==> src/hw/sasr_pkg.sv <==
package sasr_pkg;
  localparam int RESULT_W = 8;
  localparam int LEAD_ZEROS = 3;
  localparam int TRAIL_ZEROS = 4;
  localparam int FRAME_BITS = 16;
  localparam int CNT_W = 5;
  localparam logic [4:0] TRACK_RISE = 5'h0D;
  localparam logic [4:0] LAST_FALL = 5'h10;
  localparam logic [4:0] ABORT_FALL = 5'h0A;
  // Host clock divider: half period is SCLK_HALF+1 core cycles
  localparam logic [3:0] SCLK_HALF = 4'h1;
  // Quiet time between frames
  localparam int FRAME_GAP_TIME_NS = 400;
  localparam int CLK_PERIOD_NS = 100;
  localparam int FRAME_GAP_CYC_I = (FRAME_GAP_TIME_NS + CLK_PERIOD_NS - 1) / CLK_PERIOD_NS;
  localparam logic [7:0] FRAME_GAP_CYC = FRAME_GAP_CYC_I[7:0];
  localparam logic [4:0] CNT_RESET = 5'h00;
endpackage

==> src/hw/sasr_if.sv <==
`timescale 1ns/10ps
`default_nettype none
interface sasr_if;
  logic frame_sel_n;
  logic shift_clk;
  logic serial_result_out;
  logic serial_result_oe;
  modport dev (input frame_sel_n, input shift_clk, output serial_result_out, output serial_result_oe);
  modport host (output frame_sel_n, output shift_clk, input serial_result_out, input serial_result_oe);
endinterface
`default_nettype wire

==> src/hw/sasr_device.sv <==
// How it works
// Select falling starts conversion and frame
// Select fall enables output, holds, samples
// Track again on thirteenth rising edge
// Output floats after 16th fall or deselect
// Host waits quiet time between frames
// Host supplies sixteen shift-clock cycles
// Output bits change on falling edges
// Host captures on following falling edge
// Three zeros, eight bits MSB first, four zeros; the code drives five trailing zeros
// Early select may yield extra leading zero
// Straight binary result, LSB is supply/256
// Deselect after tenth fall aborts, floats output
// Edge counter restarts every frame
`timescale 1ns/10ps
`default_nettype none
module sasr_device (
  input wire logic core_clk_i,
  input wire logic reset_n_i,
  sasr_if.dev link,
  input wire logic [7:0] sample_code_i,
  output logic hold_mode_o,
  output logic conv_abort_o,
  output logic frame_active_o
);
  logic sel_q;
  logic sck_q;
  logic active_q;
  logic active_d;
  logic oe_q;
  logic oe_d;
  logic dout_q;
  logic dout_d;
  logic hold_q;
  logic hold_d;
  logic abort_q;
  logic abort_d;
  logic [4:0] fall_cnt_q;
  logic [4:0] fall_cnt_d;
  logic [4:0] rise_cnt_q;
  logic [4:0] rise_cnt_d;
  logic [14:0] shift_q;
  logic [14:0] shift_d;
  logic [14:0] frame_word;
  logic sel_fall;
  logic sel_rise;
  logic sel_steady;
  logic sck_fall;
  logic sck_rise;
  logic last_fall;
  logic track_rise;
  logic abort_win;
  logic frame_close;

  // select edges from sampled pin
  assign sel_fall = sel_q && !link.frame_sel_n;
  assign sel_rise = !sel_q && link.frame_sel_n;
  // Select edges win over clock edges in one cycle
  assign sel_steady = !sel_fall && !sel_rise;

  // shift edges ignored outside a frame
  // Pins sampled once, so edges act a cycle late
  assign sck_fall = sck_q && !link.shift_clk && active_q && sel_steady;
  assign sck_rise = !sck_q && link.shift_clk && active_q && sel_steady;

  // sixteenth falling edge
  assign last_fall = sck_fall && (fall_cnt_q == sasr_pkg::LAST_FALL - 5'h01);
  // thirteenth rising edge
  assign track_rise = sck_rise && (rise_cnt_q == sasr_pkg::TRACK_RISE - 5'h01);
  // abort window from tenth fall
  // Earlier deselect only floats; low power out of scope
  assign abort_win = fall_cnt_q >= sasr_pkg::ABORT_FALL;
  // frame closes on deselect or last fall
  assign frame_close = sel_rise || last_fall;

  // first zero already on the pin
  assign frame_word = {2'b00, sample_code_i, 5'h00};

  // frame opens on select fall
  assign active_d = sel_fall ? 1'b1 :
    frame_close ? 1'b0 :
    active_q;
  // drive at select fall; R04: float at close
  assign oe_d = sel_fall ? 1'b1 :
    frame_close ? 1'b0 :
    oe_q;
  // hold at select fall; R03: track again
  assign hold_d = sel_fall ? 1'b1 :
    (frame_close || track_rise) ? 1'b0 :
    hold_q;
  // one-cycle pulse on late deselect
  assign abort_d = sel_rise && active_q && abort_win;

  // counters restart with every frame
  assign fall_cnt_d = sel_fall ? sasr_pkg::CNT_RESET :
    sck_fall ? fall_cnt_q + 5'h01 :
    fall_cnt_q;
  assign rise_cnt_d = sel_fall ? sasr_pkg::CNT_RESET :
    sck_rise ? rise_cnt_q + 5'h01 :
    rise_cnt_q;

  // launch on falling edge; R11: code as given
  assign dout_d = sel_fall ? 1'b0 :
    sck_fall ? shift_q[14] :
    dout_q;
  assign shift_d = sel_fall ? frame_word :
    sck_fall ? {shift_q[13:0], 1'b0} :
    shift_q;

  // Outputs straight from flops
  assign link.serial_result_out = dout_q;
  assign link.serial_result_oe = oe_q;
  assign hold_mode_o = hold_q;
  assign conv_abort_o = abort_q;
  assign frame_active_o = active_q;

  // Reset to idle levels, so no false edge
  always_ff @(posedge core_clk_i or negedge reset_n_i) begin
    if (!reset_n_i) begin
      sel_q <= 1'b1;
    end else begin
      sel_q <= link.frame_sel_n;
    end
  end

  // Shift clock idles high
  always_ff @(posedge core_clk_i or negedge reset_n_i) begin
    if (!reset_n_i) begin
      sck_q <= 1'b1;
    end else begin
      sck_q <= link.shift_clk;
    end
  end

  // frame state
  always_ff @(posedge core_clk_i or negedge reset_n_i) begin
    if (!reset_n_i) begin
      active_q <= 1'b0;
    end else begin
      active_q <= active_d;
    end
  end

  // output enable
  always_ff @(posedge core_clk_i or negedge reset_n_i) begin
    if (!reset_n_i) begin
      oe_q <= 1'b0;
    end else begin
      oe_q <= oe_d;
    end
  end

  // output bit
  always_ff @(posedge core_clk_i or negedge reset_n_i) begin
    if (!reset_n_i) begin
      dout_q <= 1'b0;
    end else begin
      dout_q <= dout_d;
    end
  end

  // hold or track
  always_ff @(posedge core_clk_i or negedge reset_n_i) begin
    if (!reset_n_i) begin
      hold_q <= 1'b0;
    end else begin
      hold_q <= hold_d;
    end
  end

  // abort pulse
  always_ff @(posedge core_clk_i or negedge reset_n_i) begin
    if (!reset_n_i) begin
      abort_q <= 1'b0;
    end else begin
      abort_q <= abort_d;
    end
  end

  // falling edge count
  always_ff @(posedge core_clk_i or negedge reset_n_i) begin
    if (!reset_n_i) begin
      fall_cnt_q <= sasr_pkg::CNT_RESET;
    end else begin
      fall_cnt_q <= fall_cnt_d;
    end
  end

  // rising edge count
  always_ff @(posedge core_clk_i or negedge reset_n_i) begin
    if (!reset_n_i) begin
      rise_cnt_q <= sasr_pkg::CNT_RESET;
    end else begin
      rise_cnt_q <= rise_cnt_d;
    end
  end

  // frame word shifter
  always_ff @(posedge core_clk_i or negedge reset_n_i) begin
    if (!reset_n_i) begin
      shift_q <= 15'h0000;
    end else begin
      shift_q <= shift_d;
    end
  end
endmodule
`default_nettype wire

==> src/flat_wrapper.sv <==
// flat-port wrapper written by rule: the top's interface ports become plain ports
module sasr_device_flat 
  (core_clk_i, reset_n_i, sample_code_i, hold_mode_o, conv_abort_o, frame_active_o, link_frame_sel_n, link_shift_clk, link_serial_result_out, link_serial_result_oe);
  sasr_if link_i ();
  input wire logic core_clk_i;
  input wire logic reset_n_i;
  input wire logic [7:0] sample_code_i;
  output logic hold_mode_o;
  output logic conv_abort_o;
  output logic frame_active_o;
  input wire logic [$bits(link_i.frame_sel_n)-1:0] link_frame_sel_n;
  input wire logic [$bits(link_i.shift_clk)-1:0] link_shift_clk;
  output wire logic [$bits(link_i.serial_result_out)-1:0] link_serial_result_out;
  output wire logic [$bits(link_i.serial_result_oe)-1:0] link_serial_result_oe;
  assign link_i.frame_sel_n = link_frame_sel_n;
  assign link_i.shift_clk = link_shift_clk;
  assign link_serial_result_out = link_i.serial_result_out;
  assign link_serial_result_oe = link_i.serial_result_oe;
  sasr_device u_core (.core_clk_i(core_clk_i), .reset_n_i(reset_n_i), .link(link_i), .sample_code_i(sample_code_i), .hold_mode_o(hold_mode_o), .conv_abort_o(conv_abort_o), .frame_active_o(frame_active_o));
endmodule
==> config.mk <==
export PLATFORM = sky130hd
export DESIGN_NAME = sasr_device_flat
export DESIGN_NICKNAME = d
export VERILOG_FILES = /design/src/hw/sasr_pkg.sv /design/src/hw/sasr_if.sv /design/src/hw/sasr_device.sv /design/src/flat_wrapper.sv
export SDC_FILE = /design/constraint.sdc
export NUM_CORES = 1
export LEC_CHECK = 0
export ABC_AREA = 0
export ABC_CLOCK_PERIOD_IN_PS = 3600
export BUFFER_PORTS_ARGS = -buffer_cell sky130_fd_sc_hd__buf_4
export CAP_MARGIN = 10
export CELL_PAD_IN_SITES_DETAIL_PLACEMENT = 1
export CELL_PAD_IN_SITES_GLOBAL_PLACEMENT = 1
export CORE_MARGIN = 2
export CORE_UTILIZATION = 46
export CTS_CLUSTER_SIZE = 30
export DETAILED_ROUTE_END_ITERATION = 10
export GPL_ROUTABILITY_DRIVEN = 0
export HOLD_SLACK_MARGIN = 0.02
export PLACE_DENSITY_LB_ADDON = 0.1
export RECOVER_POWER = 50
export SETUP_SLACK_MARGIN = 0.4
export SLEW_MARGIN = 20
export SYNTH_ARGS = -nofsm -noshare
export SYNTH_HDL_FRONTEND = slang
export SYNTH_SLANG_ARGS = --single-unit
==> constraint.sdc <==
create_clock -name core_clk_i -period 3.6 [get_ports core_clk_i]
set_input_delay 0.18 -clock core_clk_i [delete_from_list [all_inputs] [get_ports core_clk_i]]
set_output_delay 0.18 -clock core_clk_i [all_outputs]
set_load 0.05 [all_outputs]
## Word-level counts from Yosys, hierarchy flattened

Index checks and enable logic that the tools add are counted.

- Flip-flop bits (word level): 31
- Input port bits: 12
- Output and inout port bits: 5
- Word-level logic and storage cells: 51

- Add/sub/neg operators: 2
- Order comparisons: 1
- Equality and inequality tests: 2
- Multiplexer cells: 12
- Reduce and logical (&&, ||, !) cells: 25

Operators by type and width:

| kind | count |
|---|---|
| $mux 15 | 2 |
| $mux 5 | 4 |
| $logic_and 1x1->1 | 13 |
| $add 5x1->5 const B | 2 |
| $eq 5x4->1 const B | 2 |
| $reduce_bool 2->1 | 4 |
| $logic_not 1->1 | 6 |
| $mux 1 | 6 |
| $ge 5x4->1 const B | 1 |
| $logic_or 1x1->1 | 2 |

## Logic depth before layout (Yosys ltp)

- Word-level depth: 10
- Mapped depth: 7
- Gate-level depth less buffers: 5

## Worst setup path after synthesis

No wires, ideal clock.

- Path kind: reg2reg
- From: reg u_core.active_q, in the netlist u_core.frame_active_o
- To: reg u_core.hold_q, in the netlist u_core.hold_mode_o
- Library setup time: 0.120 ns
- Data arrival time: 1.664 ns
- Required time: 3.480 ns
- Setup slack: 1.816 ns
- Cell stages (with the launch flop): 4
- Path buffers: 0
- Period minus slack after synthesis: 1.784 ns
- Cells stage by stage: dfrtp_1 nand4b_4 or4b_1 a31o_1

- Longest elaborated chain between the ends: 6
- Elaborated cells on any way between the ends: 9
- Classes of those cells: reduce/logical: 9

Ends and longest elaborated chain:

| element | RTL line | text |
|---|---|---|
| start, declared | sasr_device.sv:28 | `logic active_q;` |
| start signal, assigned | sasr_device.sv:140 | `active_q <= active_d;` |
| $logic_and 1x1->1 (2 in series) | sasr_device.sv:63 | `assign sck_fall = sck_q && !link.shift_clk && active_q && sel_steady;` |
| $logic_and 1x1->1 | sasr_device.sv:67 | `assign last_fall = sck_fall && (fall_cnt_q == sasr_pkg::LAST_FALL - 5'h01);` |
| $logic_or 1x1->1 | sasr_device.sv:74 | `assign frame_close = sel_rise \|\| last_fall;` |
| $logic_or 1x1->1 (*) | sasr_device.sv:89 | `(frame_close \|\| track_rise) ? 1'b0 :` |
| $reduce_bool 2->1 (no source line) (*) | - |  |
| end signal, assigned | sasr_device.sv:167 | `hold_q <= hold_d;` |
| end, declared | sasr_device.sv:34 | `logic hold_q;` |

Every way passes the cells marked *; elsewhere a longest branch is shown, timed or not.
A chain may end at the register's enable or synchronous reset.

## Final worst setup path

- From: in link_frame_sel_n
- To: reg u_core.hold_q, in the netlist u_core.hold_mode_o

- Longest elaborated chain between the ends: 9
- Elaborated cells on any way between the ends: 14
- Classes of those cells: mux: 1; reduce/logical: 13

Ends and longest elaborated chain:

| element | RTL line | text |
|---|---|---|
| start, declared | flat_wrapper.sv:11 | `input wire logic [$bits(link_i.frame_sel_n)-1:0] link_frame_sel_n;` |
| $logic_not 1->1 | sasr_device.sv:56 | `assign sel_fall = sel_q && !link.frame_sel_n;` |
| $logic_and 1x1->1 | sasr_device.sv:56 |  |
| $logic_not 1->1 | sasr_device.sv:59 | `assign sel_steady = !sel_fall && !sel_rise;` |
| $logic_and 1x1->1 | sasr_device.sv:59 |  |
| $logic_and 1x1->1 | sasr_device.sv:63 |  |
| $logic_and 1x1->1 | sasr_device.sv:67 |  |
| $logic_or 1x1->1 | sasr_device.sv:74 |  |
| $logic_or 1x1->1 | sasr_device.sv:89 |  |
| $reduce_bool 2->1 (no source line) | - |  |

Parallel ways exist; a longest one is shown, timed or not.

==> reports/metrics.csv <==
stage,metric,value,unit
routing,detailedRoute.firstIterationViolations,21,
synth,synthDominantAreaCellType,sky130_fd_sc_hd__dfrtp_1,
hold_path,timing.hold.worst.start,sample_code_i[7],
placed_design,place_hpwl,1711,um
run_status,run_status,"complete, no violations",
clocking,h-tree-depth,1,
sta,rsz0062_at_grt,false,
worst_setup_path,cp-start-kind,input pin,
synth,post_synth_num_cell_types,27,
sta,finalClockSkew,8.520,ps
routing,firstDrtPassIters,4,
global_route,grt_util_all_layers,17.02,%
placed_design,buffer_ports.inserted,16,
die,die-width,56.55,um
synth,synth.yosys.seq_area_share,51.43,%
sta,report.final.setup_viol,0,
synth,synth_fp_nets,144,
synth,netlist_top_cells_area,"sky130_fd_sc_hd__dfrtp_1 47%, sky130_fd_sc_hd__nand2_1 7.1%, sky130_fd_sc_hd__ha_1 6.9%",
global_route,grt_remaining_overflow,0,
die,die_height,56.55,um
synth,post_synthesis_cell_area,1270,sq um
clocking,cts_resized,0,
pwr,pwr_density_cell,429.3,nW/um^2
die,placeableCoreArea,2686,sq um
cells_and_area,layout.cells.most_common_list,"24 x sky130_fd_sc_hd__nand2_1, 24 x sky130_fd_sc_hd__dfrtp_1, 13 x sky130_fd_sc_hd__a21oi_1, 13 x sky130_fd_sc_hd__buf_4, 12 x sky130_fd_sc_hd__o21ai_0",
pwr,power.ir.vdd_worst,0.0003879,V
synth,ys_async_sr_fraction,100.0,%
sta,period_needed,1996,ps
clocking,clkTransAtPathRegs,150,ps
worst_setup_path,worst-path-max-fanout,8,
clocking,clock_latency_reported_for_the_late_side_of_the_worst_skew_pair,330,ps
sta,setup_total_negative_slack,0,ps
routing,routedWlPerCell,13.54,um
cells_and_area,nets,162,
clocking,postCtsSetupRepairBufs,0,
synth,synthDominantCellAreaShare,47.29,%
synth,yosysWarnings,0,
die,initial_utilization,47.28,%
clocking,clock_sinks,26,
die,placementRows,19,
sta,slew_worst_pin,1378,ps
global_route,vias_in_the_first_global_route,986,
sta,min_period_over_period,55.44,%
clocking,ctsLongestPathBuffers,2,
worst_setup_path,worst-endpoint-required,3830,ps
hold_path,tightest_hold_check_type,input pin to register,
global_route,antenna_found_initial,0,
routing,route.detailed.drc,0,
synth,synth_cells,125,
routing,route.antenna.remaining_nets,0,
die,ios,17,
clocking,cts.root.buffer_cell,sky130_fd_sc_hd__clkbuf_4,
sta,maxSlewViolCount,0,
cells_and_area,layout.core_utilization,54.59,%
synth,average_footprint_of_a_synthesized_cell,10.16,sq um
pwr,power.leakage,0.0006599,uW
sta,report.final.hold_viol_count,0,
worst_setup_path,setup.worst_path.class,input pin to register,
routing,postRouteWirelength,2343,um
cells_and_area,share_of_post_route_cells_with_drive_strength_above_1,16.90,%
synth,number_of_flops_mapped_to_enable_cells_by_yosys,0,
worst_setup_path,critical_path.reg2reg.startpoint,u_core.sel_q,
global_route,grt_pass1_wl,4305,um
worst_setup_path,crit_start,link_frame_sel_n,
global_route,grt_start_max_net_pins,33,
run,maxCapViolations,0,
sta,timing.max_slew.rel_slack,8.164,%
synth,dominantRegCellSynth,sky130_fd_sc_hd__dfrtp_1,
cells_and_area,filler_cell_count,305,
synth,synth_seq_cells,26,
routing,detailroute.via_count,930,
cells_and_area,diodes,0,
worst_setup_path,setup.worst_path.end_class,register,
cells_and_area,syn_to_final_growth,15.47,%
sta,maxClockFrequency,0.5010,GHz
routing,viasPerCell,5.376,
clocking,tritoncts,done,
die,die_footprint,3197,sq um
clocking,cts-buffers-inserted,3,
worst_setup_path,crit_arrival,2220,ps
cell usage after synthesis (2+ instances only):
| cell type | number |
|---|---|
| sky130_fd_sc_hd__ha_1 | 7 |
| sky130_fd_sc_hd__dfrtp_1 | 24 |
| sky130_fd_sc_hd__buf_4 | 3 |
| sky130_fd_sc_hd__nor2_1 | 2 |
| sky130_fd_sc_hd__nand3_1 | 2 |
| sky130_fd_sc_hd__clkbuf_1 | 3 |
| sky130_fd_sc_hd__dfstp_2 | 2 |
| sky130_fd_sc_hd__or3_1 | 4 |
| sky130_fd_sc_hd__nand2_1 | 24 |
| sky130_fd_sc_hd__a21oi_1 | 13 |
| sky130_fd_sc_hd__mux2i_1 | 7 |
| sky130_fd_sc_hd__o21ai_0 | 12 |
| sky130_fd_sc_hd__inv_1 | 8 |
report_power, final:
part	leakage, uW	internal [uW]	switching (uW)	total [uW]
Combinational	0.000296	37.5	54.7	92.2
Sequential	0.000336	317	18.2	335
Clock	0.0000279	113	89.2	202
what timing repair did:
item                                    CTS  global route
hold buffers                              3             0
endpoints found under the hold margin    26             0
endpoints found under the setup margin    0             0
registers in the layout (all words and copies together) (netlist names):
| signal | cells |
|---|---|
| u_core.hold_mode_o | 1 |
| u_core.link.serial_result_out | 1 |
| u_core.frame_active_o | 1 |
| u_core.shift_q | 10 |
| u_core.rise_cnt_q | 5 |
| u_core.sck_q | 1 |
| u_core.fall_cnt_q | 5 |
| u_core.conv_abort_o | 1 |
| u_core.sel_q | 1 |
through the flow:
stage                     setup WS, ps  hold WS (ps)  power [uW]  instance area (sq um)  cells
after floorplan                   1816        -115.6       399.5                   1270    125
after global placement            1754         109.0       428.7                   1395    166
after detailed placement          1649         110.0       435.2                   1395    166
after CTS                         1610         45.77       639.8                   1478    173
after global routing              1464         50.93       661.7                   1466    173
final                             1604         49.95       629.6                   1466    173
critical path, cell delays in order:
cell                            delay (ps)
sky130_fd_sc_hd__dlygate4sd3_1         520
sky130_fd_sc_hd__clkbuf_1              150
sky130_fd_sc_hd__inv_1                  60
sky130_fd_sc_hd__ha_1                  380
sky130_fd_sc_hd__nand4b_4              170
sky130_fd_sc_hd__or4b_1                540
sky130_fd_sc_hd__a31o_1                230
cell type report:
cell class | instances | area (sq um) | area share, %
clock inverters | 1 | 30.03 | 2.048
flip-flops and latches | 26 | 653.1 | 44.54
inverters | 8 | 30.03 | 2.048
clock buffers | 3 | 22.52 | 1.536
multi-input cells | 85 | 553.0 | 37.71
well taps | 31 | 38.79 | 2.645
repair buffers | 19 | 138.9 | 9.471
metal layers:
metal | up-vias | global-route usage [%] | wire length (um)
met5 | - | 0 | 0
met4 | 0 | 4.082 | 21
met3 | 2 | 2.765 | 46
met2 | 11 | 31.56 | 1212
li1 | 463 | - | -
met1 | 454 | 20.30 | 1063
final timing paths:
check | end | slack (ps) | cells after the start
setup / recovery | u_core.hold_mode_o | 1600 | 7
hold / removal | u_core.shift_q[12] | 50 | 3
setup reg to reg | u_core.rise_cnt_q[4] | 1680 | 3
hold reg to reg | u_core.shift_q[14] | 530 | 2
max in group asynchronous | u_core.rise_cnt_q[4] | 2120 | 2
min in group asynchronous | u_core.fall_cnt_q[1] | 680 | 2
cell families after synthesis:
kind of cell	after synthesis	synth area share, %
fa+ha+maj	7	6.896
simple gates	41	17.83
buf+inv	14	5.025
mux	8	6.404
compound gates	29	12.41
flops	26	51.43
Power figures use the tool's default switching activity.
